<file path="src/strap_two_pkg.sv">
package strap_two_pkg;

    // ------------------------------------------------------------------
    // Bus geometry and register map
    // ------------------------------------------------------------------
    localparam int ADDR_W = 12;
    localparam logic [7:0] STRAP_ONE_INDEX = 8'h09;
    localparam logic [7:0] STRAP_TWO_INDEX = 8'h0a;
    localparam logic [11:0] STRAP_ONE_ADDR = 12'(STRAP_ONE_INDEX) << 2;
    localparam logic [11:0] STRAP_TWO_ADDR = 12'(STRAP_TWO_INDEX) << 2;

    // ------------------------------------------------------------------
    // Field positions and reset values
    // ------------------------------------------------------------------
    localparam int ONE_DONE_BIT = 15;
    localparam int ONE_MDIX_HI = 6;
    localparam int ONE_MDIX_LO = 5;
    localparam int TWO_STORED_MSB = 13;
    localparam int TWO_FAST_LINK_BIT = 6;
    localparam int TWO_FD_OPT_BIT = 5;
    localparam int TWO_LED_QUAL_BIT = 4;
    localparam int TWO_ISOLATE_BIT = 3;
    localparam int TWO_IDLE_ERR_BIT = 2;
    localparam int TWO_ODD_DIS_BIT = 1;
    localparam int TWO_RMII_CLK_BIT = 0;
    localparam logic [13:0] STRAP_TWO_RESET = 14'h0004;
    localparam logic [1:0] MDIX_MODE_RESET = 2'h0;

    // Link state as the link-control logic reports it.
    typedef struct packed {
        logic up;
        logic speed_100;
        logic partner_forced_100;
        logic ieee_full_duplex;
    } link_status_t;

    // Decoded strap options that take effect after the internal reset.
    typedef struct packed {
        logic fast_link_up;
        logic forced_full_duplex_option;
        logic qualified_link_indicator;
        logic isolate_hd_100;
        logic idle_rx_error_enable;
        logic odd_nibble_disable;
        logic rmii_rx_on_receive_clock;
    } strap_cfg_t;

endpackage : strap_two_pkg

</file>
<file path="src/phy_soft_strap_bank_two.sv">
`timescale 1ns/1ns
// Overview of operation
// Processor writes straps, then sets done flag.
// Done flag pulses reset, latches strap values.
// Bits 15:14 ignore writes, read zero.
// Bit 6 selects fast parallel-detect link-up.
// Auto crossover modes force fast link-up bit.
// Bit 5 forces full duplex with forced partner.
// Bit 5 clear uses standard duplex resolution.
// Bit 4 qualifies link indicator to 100FD.
// Bit 3 isolates MII on 100 half duplex.
// Bit 2 enables idle receive error, resets one.
// Bit 1 set suppresses odd-nibble transmit error.
// Bit 1 clear extends enable, flags error.
// Bit 0 set references receive clock output.
// Bit 0 clear references reference clock input.
// Bits 13:7 store and read back only.
module phy_soft_strap_bank_two (
    input wire logic pclk,
    input wire logic presetn,
    input wire logic psel,
    input wire logic penable,
    input wire logic pwrite,
    input wire logic [strap_two_pkg::ADDR_W-1:0] paddr,
    input wire logic [31:0] pwdata,
    output logic [31:0] prdata,
    output logic pready,
    output logic pslverr,
    input wire strap_two_pkg::link_status_t link_status,
    input wire logic idle_symbol_error,
    input wire logic tx_nibble_tick,
    input wire logic tx_en_in,
    input wire logic tx_er_in,
    output logic strap_reset_pulse,
    output strap_two_pkg::strap_cfg_t active_cfg,
    output logic fast_parallel_detect,
    output logic link_full_duplex,
    output logic link_indicator,
    output logic mii_isolate,
    output logic rx_error_flag,
    output logic tx_en_out,
    output logic tx_er_out,
    output logic rmii_rx_ref_select
);

    // ------------------------------------------------------------------
    // Address decode
    // ------------------------------------------------------------------

    // Matches a word-aligned byte address against a register byte address.
    function automatic logic addr_hit(input logic [11:0] addr, input logic [11:0] reg_addr);
        addr_hit = (addr[11:2] == reg_addr[11:2]);
    endfunction : addr_hit

    logic [13:0] strap_two;
    logic [1:0] mdix_mode;
    logic config_done;
    wire hit_one = addr_hit(paddr, strap_two_pkg::STRAP_ONE_ADDR);
    wire hit_two = addr_hit(paddr, strap_two_pkg::STRAP_TWO_ADDR);
    wire mapped = hit_one | hit_two;
    wire setup_phase = psel & ~penable;
    wire access_done = psel & penable & pready;
    wire write_one = access_done & pwrite & hit_one;
    wire write_two = access_done & pwrite & hit_two;
    wire done_request = write_one & pwdata[strap_two_pkg::ONE_DONE_BIT];
    // The crossover mode being written counts at once, so a single write that
    // selects an auto mode and sets the done flag still latches fast link-up.
    wire [1:0] next_mdix_mode = write_one
        ? pwdata[strap_two_pkg::ONE_MDIX_HI:strap_two_pkg::ONE_MDIX_LO] : mdix_mode;
    wire auto_mdix = |next_mdix_mode;
    wire [31:0] read_one = {16'h0000, config_done, 8'h00, mdix_mode, 5'h00};
    wire [31:0] read_two = {18'h00000, strap_two};
    wire [31:0] next_prdata = hit_one ? read_one : (hit_two ? read_two : 32'h0000_0000);

    // Zero wait states; unmapped addresses answer with an error.
    assign pready = 1'b1;
    assign pslverr = psel & penable & ~mapped;

    // Read data is captured in the setup cycle so it stands from a flop.
    always_ff @(posedge pclk or negedge presetn) begin
        if (!presetn) begin
            prdata <= 32'h0000_0000;
        end else if (setup_phase) begin
            prdata <= next_prdata;
        end
    end

    // ------------------------------------------------------------------
    // Strap registers
    // ------------------------------------------------------------------

    // Bits 15:14 are never stored, so writes to them simply vanish. Bits 13:7
    // are kept only for read-back. While an auto crossover mode is selected
    // the fast link-up bit is forced on, winning over a software clear.
    wire [13:0] written_two = write_two ? pwdata[13:0] : strap_two;
    wire [13:0] next_strap_two = written_two
        | (14'(auto_mdix) << strap_two_pkg::TWO_FAST_LINK_BIT);

    always_ff @(posedge pclk or negedge presetn) begin
        if (!presetn) begin
            strap_two <= strap_two_pkg::STRAP_TWO_RESET;
        end else begin
            strap_two <= next_strap_two;
        end
    end

    // Crossover mode and the completion flag of the first strap register.
    // The flag stays set once written; only a device reset clears it.
    always_ff @(posedge pclk or negedge presetn) begin
        if (!presetn) begin
            mdix_mode <= strap_two_pkg::MDIX_MODE_RESET;
            config_done <= 1'b0;
        end else begin
            mdix_mode <= next_mdix_mode;
            if (done_request) begin
                config_done <= 1'b1;
            end
        end
    end

    // ------------------------------------------------------------------
    // Internal reset pulse and option latch
    // ------------------------------------------------------------------

    // The options in force change only on the internal reset pulse, so the
    // processor may rewrite straps freely before declaring them complete.
    wire strap_two_pkg::strap_cfg_t next_cfg = '{
        fast_link_up: next_strap_two[strap_two_pkg::TWO_FAST_LINK_BIT],
        forced_full_duplex_option: next_strap_two[strap_two_pkg::TWO_FD_OPT_BIT],
        qualified_link_indicator: next_strap_two[strap_two_pkg::TWO_LED_QUAL_BIT],
        isolate_hd_100: next_strap_two[strap_two_pkg::TWO_ISOLATE_BIT],
        idle_rx_error_enable: next_strap_two[strap_two_pkg::TWO_IDLE_ERR_BIT],
        odd_nibble_disable: next_strap_two[strap_two_pkg::TWO_ODD_DIS_BIT],
        rmii_rx_on_receive_clock: next_strap_two[strap_two_pkg::TWO_RMII_CLK_BIT]
    };

    always_ff @(posedge pclk or negedge presetn) begin
        if (!presetn) begin
            strap_reset_pulse <= 1'b0;
            // The options in force after reset mirror the register's reset value.
            active_cfg <= strap_two_pkg::strap_cfg_t'(
                strap_two_pkg::STRAP_TWO_RESET[6:0]);
        end else begin
            strap_reset_pulse <= done_request;
            if (done_request) begin
                active_cfg <= next_cfg;
            end
        end
    end

    // ------------------------------------------------------------------
    // Link option outputs
    // ------------------------------------------------------------------

    // Full duplex is forced against a forced 100 partner only when the
    // option is on; otherwise the standard resolution passes through.
    wire forced_fd = active_cfg.forced_full_duplex_option & link_status.partner_forced_100
        & link_status.speed_100;
    wire next_full_duplex = forced_fd | link_status.ieee_full_duplex;
    wire full_100 = link_status.up & link_status.speed_100 & next_full_duplex;
    wire half_100 = link_status.up & link_status.speed_100 & ~next_full_duplex;
    wire next_indicator = active_cfg.qualified_link_indicator ? full_100 : link_status.up;
    wire next_isolate = active_cfg.isolate_hd_100 & half_100;
    wire next_rx_error = active_cfg.idle_rx_error_enable & idle_symbol_error;

    // Registered so every link-facing output comes from a flop.
    always_ff @(posedge pclk or negedge presetn) begin
        if (!presetn) begin
            fast_parallel_detect <= 1'b0;
            link_full_duplex <= 1'b0;
            link_indicator <= 1'b0;
            mii_isolate <= 1'b0;
            rx_error_flag <= 1'b0;
            rmii_rx_ref_select <= 1'b0;
        end else begin
            fast_parallel_detect <= active_cfg.fast_link_up;
            link_full_duplex <= next_full_duplex;
            link_indicator <= next_indicator;
            mii_isolate <= next_isolate;
            rx_error_flag <= next_rx_error;
            rmii_rx_ref_select <= active_cfg.rmii_rx_on_receive_clock;
        end
    end

    // ------------------------------------------------------------------
    // Odd-nibble transmit handling
    // ------------------------------------------------------------------

    typedef enum logic [1:0] {
        TX_IDLE,
        TX_SEND,
        TX_EXTEND
    } tx_state_t;

    tx_state_t tx_state;
    tx_state_t next_tx_state;
    logic nibble_odd;

    // A frame ending after an odd count of nibbles leaves half a byte; unless
    // suppressed, it is stretched one nibble and marked as an error.
    wire tx_falls_odd = (tx_state == TX_SEND) & ~tx_en_in & nibble_odd;
    wire start_extend = tx_falls_odd & ~active_cfg.odd_nibble_disable;

    always_comb begin
        next_tx_state = tx_state;
        unique case (tx_state)
            TX_IDLE: begin
                if (tx_en_in) begin
                    next_tx_state = TX_SEND;
                end
            end
            TX_SEND: begin
                if (start_extend) begin
                    next_tx_state = TX_EXTEND;
                end else if (!tx_en_in) begin
                    next_tx_state = TX_IDLE;
                end
            end
            TX_EXTEND: begin
                next_tx_state = tx_en_in ? TX_SEND : TX_IDLE;
            end
        endcase
    end

    // All transmit state advances only on the nibble tick.
    always_ff @(posedge pclk or negedge presetn) begin
        if (!presetn) begin
            tx_state <= TX_IDLE;
            nibble_odd <= 1'b0;
            tx_en_out <= 1'b0;
            tx_er_out <= 1'b0;
        end else if (tx_nibble_tick) begin
            tx_state <= next_tx_state;
            nibble_odd <= tx_en_in ? ~nibble_odd : 1'b0;
            tx_en_out <= tx_en_in | start_extend;
            tx_er_out <= tx_er_in | start_extend;
        end
    end

    // ------------------------------------------------------------------
    // Checks
    // ------------------------------------------------------------------

    reserved_zero_a: assert property (@(posedge pclk) disable iff (!presetn)
        (setup_phase && hit_two) |=> (prdata[31:14] == 18'h00000))
        else $error("reserved strap bits read nonzero");

    latch_on_done_a: assert property (@(posedge pclk) disable iff (!presetn)
        done_request |=> (strap_reset_pulse && active_cfg == $past(next_cfg)))
        else $error("strap values not latched on done pulse");

    pulse_cause_a: assert property (@(posedge pclk) disable iff (!presetn)
        strap_reset_pulse |-> ($past(done_request) && config_done))
        else $error("internal reset pulse without done write");

    fast_link_auto_a: assert property (@(posedge pclk) disable iff (!presetn)
        auto_mdix |=> strap_two[strap_two_pkg::TWO_FAST_LINK_BIT])
        else $error("fast link-up bit not forced in auto crossover");

    fast_link_out_a: assert property (@(posedge pclk) disable iff (!presetn)
        ##1 fast_parallel_detect == $past(active_cfg.fast_link_up))
        else $error("fast parallel detect output wrong");

    forced_duplex_a: assert property (@(posedge pclk) disable iff (!presetn)
        (active_cfg.forced_full_duplex_option && link_status.partner_forced_100
            && link_status.speed_100) |=> link_full_duplex)
        else $error("forced partner not run in full duplex");

    ieee_duplex_a: assert property (@(posedge pclk) disable iff (!presetn)
        !active_cfg.forced_full_duplex_option |=> (link_full_duplex
            == $past(link_status.ieee_full_duplex)))
        else $error("duplex differs from standard resolution");

    led_qualify_a: assert property (@(posedge pclk) disable iff (!presetn)
        (active_cfg.qualified_link_indicator && link_status.up && !link_status.speed_100)
            |=> !link_indicator)
        else $error("qualified indicator lit on non 100 link");

    isolate_hd_a: assert property (@(posedge pclk) disable iff (!presetn)
        ##1 mii_isolate == $past(active_cfg.isolate_hd_100 && half_100))
        else $error("MII isolation does not match half duplex 100");

    idle_error_a: assert property (@(posedge pclk) disable iff (!presetn)
        (idle_symbol_error && !active_cfg.idle_rx_error_enable) |=> !rx_error_flag)
        else $error("idle receive error flagged while disabled");

    odd_extend_a: assert property (@(posedge pclk) disable iff (!presetn)
        (tx_nibble_tick && tx_falls_odd && !active_cfg.odd_nibble_disable)
            |=> (tx_en_out && tx_er_out && tx_state == TX_EXTEND))
        else $error("odd nibble end not extended with error");

    odd_suppress_a: assert property (@(posedge pclk) disable iff (!presetn)
        (tx_nibble_tick && tx_falls_odd && active_cfg.odd_nibble_disable && !tx_er_in)
            |=> (!tx_en_out && !tx_er_out))
        else $error("odd nibble error raised while suppressed");

    rmii_ref_a: assert property (@(posedge pclk) disable iff (!presetn)
        ##1 rmii_rx_ref_select == $past(active_cfg.rmii_rx_on_receive_clock))
        else $error("receive reference select wrong");

    stored_bits_a: assert property (@(posedge pclk) disable iff (!presetn)
        write_two |=> (strap_two[13:7] == $past(pwdata[13:7])))
        else $error("reserved writable bits not stored");

    // Options hold between pulses; link and transmit outputs follow their inputs.
    cfg_hold_a: assert property (@(posedge pclk) disable iff (!presetn)
        !done_request |=> $stable(active_cfg))
        else $error("options changed without done write");

    pulse_width_a: assert property (@(posedge pclk) disable iff (!presetn)
        strap_reset_pulse |=> !strap_reset_pulse)
        else $error("internal reset pulse longer than one cycle");

    fast_link_latch_a: assert property (@(posedge pclk) disable iff (!presetn)
        (done_request && auto_mdix) |=> active_cfg.fast_link_up)
        else $error("fast link-up not latched in auto crossover");

    fast_link_write_a: assert property (@(posedge pclk) disable iff (!presetn)
        (write_two && !auto_mdix) |=> (strap_two[strap_two_pkg::TWO_FAST_LINK_BIT]
            == $past(pwdata[strap_two_pkg::TWO_FAST_LINK_BIT])))
        else $error("fast link-up bit not written");

    led_any_link_a: assert property (@(posedge pclk) disable iff (!presetn)
        !active_cfg.qualified_link_indicator |=> (link_indicator == $past(link_status.up)))
        else $error("plain indicator does not follow link");

    rx_error_pass_a: assert property (@(posedge pclk) disable iff (!presetn)
        active_cfg.idle_rx_error_enable |=> (rx_error_flag == $past(idle_symbol_error)))
        else $error("idle receive error not passed while enabled");

    ref_receive_a: assert property (@(posedge pclk) disable iff (!presetn)
        active_cfg.rmii_rx_on_receive_clock |=> rmii_rx_ref_select)
        else $error("receive clock reference not selected");

    ref_crystal_a: assert property (@(posedge pclk) disable iff (!presetn)
        !active_cfg.rmii_rx_on_receive_clock |=> !rmii_rx_ref_select)
        else $error("reference clock input not selected");

    tx_pass_a: assert property (@(posedge pclk) disable iff (!presetn)
        (tx_nibble_tick && !start_extend) |=> (tx_en_out == $past(tx_en_in)
            && tx_er_out == $past(tx_er_in)))
        else $error("transmit outputs do not follow inputs");

    extend_end_a: assert property (@(posedge pclk) disable iff (!presetn)
        (tx_nibble_tick && tx_state == TX_EXTEND && !tx_en_in && !tx_er_in)
            |=> (!tx_en_out && !tx_er_out))
        else $error("odd nibble extension longer than one nibble");

endmodule : phy_soft_strap_bank_two

</file>
<file path="config.mk">
export PLATFORM = sky130hd
export DESIGN_NAME = phy_soft_strap_bank_two
export DESIGN_NICKNAME = d
export VERILOG_FILES = /design/src/strap_two_pkg.sv /design/src/phy_soft_strap_bank_two.sv
export SDC_FILE = /design/constraint.sdc
export NUM_CORES = 1
export LEC_CHECK = 0
export ABC_AREA = 1
export BUFFER_PORTS_ARGS = -buffer_cell sky130_fd_sc_hd__buf_2
export CAP_MARGIN = 20
export CORE_MARGIN = 2
export CORE_UTILIZATION = 47
export CTS_CLUSTER_DIAMETER = 30
export DETAILED_ROUTE_END_ITERATION = 8
export PLACE_DENSITY = 0.8
export SYNTH_ARGS = -nofsm -noshare
export SYNTH_HDL_FRONTEND = slang
export SYNTH_SLANG_ARGS = --single-unit
</file>
<file path="constraint.sdc">
create_clock -name pclk -period 1.5 [get_ports pclk]
set_clock_uncertainty 0.15 [all_clocks]
set_input_delay 0.15 -clock pclk [delete_from_list [all_inputs] [get_ports pclk]]
set_output_delay 0.15 -clock pclk [all_outputs]
set_load 0.03 [all_outputs]
</file>
==> impl_metrics.py <==
metrics = {
    "die": {
        "dieArea_um2": 5580,
        "rows": 25,
        "die_h_um": 74.7,
        "die_w_um": 74.7,
        "ios": 107,
        "start_util": 0.491,
        "core_um2": 4790,
    },
    "pwr": {
        "p_leak_nw": 1.73,
        "power-per-cell-area_nw_per_um2": 903,
        "ir_worst_vdd_mv": 0.685,
        "p_total_w": 0.00284,
    },
    "worst_hold_path": {
        "holdCritPathClass": "input pin to flip-flop",
        "whs_endpoint": "nibble_odd",
        "min_from": "tx_en_in",
        "holdPathStages": 3,
    },
    "drt": {
        "wirelength_um": 4840,
        "drc_errors": 0,
        "drtAntennaViolNets": 0,
        "via_per_inst": 4.49,
        "wl_per_cell_um": 11.5,
        "dr.pass1.iters": 4,
        "drtIter0Drc": 86,
        "num_vias": 1892,
    },
    "global_routing": {
        "grt_pass1_wl_um": 8090,
        "antenna_found_initial": 0,
        "overflow": 0,
        "first_global_vias": 1876,
        "grt_max_degree": 29,
        "grt.busiest_layer": "met2",
        "met3_usage": 0.0361,
        "use_met2": 0.340,
        "use_met1": 0.234,
        "grt_use_total": 0.190,
    },
    "finish": {
        "mostFrequentLayoutCells": "nand2_1, buf_2, dfrtp_1",
        "fin_util": 0.656,
        "area_growth_pct": 33.7,
        "diodes": 0,
        "final_nets": 413,
        "mostFrequentLayoutCell": "nand2_1",
        "drive_gt1_frac": 0.336,
    },
    "timing": {
        "setup_slack_ns": 0.0676,
        "timing.final.crit_share": 0.955,
        "layout_min_cycle_time_ns": 1.43,
        "hold_violations": 0,
        "setup_viol": 0,
        "rsz0062_at_grt": "true",
        "maxClockFrequency_mhz": 698,
        "drv_slew": 0,
    },
    "worst_setup_path": {
        "critPathMaxFanout": 1,
        "criticalPathCategory": "input pin to flip-flop",
        "critical_path.most_common_cell": "dlygate4sd3_1",
        "slowest_delay_ns": 0.54,
        "crit_required_ns": 1.53,
        "r2r-end": "tx_state[1]",
        "timing.rr.start": "tx_state[1]",
        "r2r_setup_slack_ns": 0.15,
        "startpoint_type": "input pin",
        "critPathSlowestCell": "dlygate4sd3_1",
        "arrival_ns": 1.46,
        "worstPathCellList": "dlygate4sd3_1, buf_2, nand2_1, dlygate4sd3_1, nand3_1",
        "reg2reg_depth": 6,
        "worstSetupEndpointType": "flip-flop",
    },
    "synth": {
        "yosysTopAreaCell": "dfrtp_1",
        "ys_types": 27,
        "synth_area_leaders": "dfrtp_1, nand2_1, buf_4",
        "ys_seq_area_frac": 0.544,
        "netlist_area_um2": 2350,
        "synthCells": 250,
        "synth.avg_cell_area_um2": 9.39,
        "yosys_warnings": 0,
        "synth_top_area_share": 0.522,
        "ys_ff_latch": 51,
    },
    "clocking": {
        "cts_buffers": 5,
        "cts_tree": "done",
        "clk_latency_ns": 0.29,
        "root_buffer": "clkbuf_8",
        "clkTransAtPathRegs_ns": 0.09,
        "cts.path.max_buffers": 2,
        "cts_sinks": 51,
        "h-tree-depth": 2,
    },
    "placed_design": {
        "portBuffers": 69,
        "hpwlAfterDp_um": 3510,
        "place_congestion": 0.774,
        "pre_cts_slack_ns": 0.0376,
    },
    "status": {
        "outcome": "finished, final reports clean",
    },
    "run": {
        "max_cap_violations": 0,
    },
}
cell type report:
type                    instances  area, um^2
clock buffers                   6        82.6
clock inverters                 2        35.0
fillers                       424        1650
inverters                      26        97.6
multi-input cells             166         873
flip-flops and latches         51        1280
well taps                      67        83.8
repair buffers                103         688
registers in the layout, summed over array words and instances, names as in the netlist:
name,count
prdata,15
strap_reset_pulse,1
config_done,1
nibble_odd,1
rmii_rx_ref_select,1
tx_er_out,1
fast_parallel_detect,1
tx_en_out,1
active_cfg,7
rx_error_flag,1
link_full_duplex,1
strap_two,14
link_indicator,1
tx_state,2
mii_isolate,1
mdix_mode,2
where the power goes:
part           internal, W  switching, W  leakage (nW)
clock             0.000540      0.000422        0.0612
sequential         0.00141     0.0000230         0.672
combinational     0.000164      0.000273         0.992
worst max-delay path by stage:
stage	startpoint	to	slack (ns)	depth (start not counted)
2_1_floorplan	paddr[9]	strap_two[10]	0.16	6
3_3_place_gp	paddr[9]	strap_two[10]	0.06	7
3_5_place_dp	paddr[7]	strap_two[8]	0.04	7
4_1_cts	paddr[7]	pslverr	0.06	9
5_1_grt	tx_state[0]	tx_state[1]	-0.002	6
6_report	tx_er_in	tx_er_out	0.07	5
synth_stat cells:
master    number
a211oi_1       1
a21boi_0       1
a21oi_1        1
a22oi_1        1
a31o_2         1
a31oi_1        2
buf_4         18
buf_6          2
clkbuf_1       3
conb_1         2
dfrtp_1       49
dfstp_2        2
ha_1           3
inv_1         25
inv_2          1
mux2_4         7
nand2_1       80
nand3_1        7
nand3_2        2
nand4_1        4
nor2_1         8
nor2_2         6
nor2_4         2
nor3_1         1
o21ai_0       14
o21ai_2        6
or2_2          1
critical path: cells and delay by family:
family	cells	cell delay, ns
buffers and inverters	3	1.20
and+or+nand+nor	2	0.11
through the flow:
step                std cells  instance area [um^2]  hold slack, ns  TNS [ns]
floorplan                 266                  2410          -0.296         0
global placement          390                  2780          -0.120         0
detailed placement        390                  2780          -0.118         0
CTS                       421                  3130          0.0247         0
global route              421                  3140          0.0475  -0.00242
finish                    421                  3140          0.0474         0
per-layer routing:
metal	vias up	part of all wire
met4	0	0.013
met3	7	0.039
met2	50	0.52
li1	954	-
met1	881	0.42
met5	-	0
kinds of logic (layout without fill, tap and decap cells):
family / Yosys count / after routing / share of synthesized area
compound gates: 27 / 27 / 0.0730
fa+ha+maj: 3 / 3 / 0.0160
buf+inv: 49 / 137 / 0.113
flops: 51 / 51 / 0.544
mux: 7 / 7 / 0.0448
other cells: 2 / 18 / 0.00320
simple gates: 111 / 111 / 0.205
timing repair:
item | CTS | global route
endpoints found under the setup margin | 0 | 4
gates resized for setup | 0 | 3
hold endpoints to repair | 70 | 0
hold buffers | 23 | 0
setup buffers | 0 | 1
(Power assumes the default switching activity.)
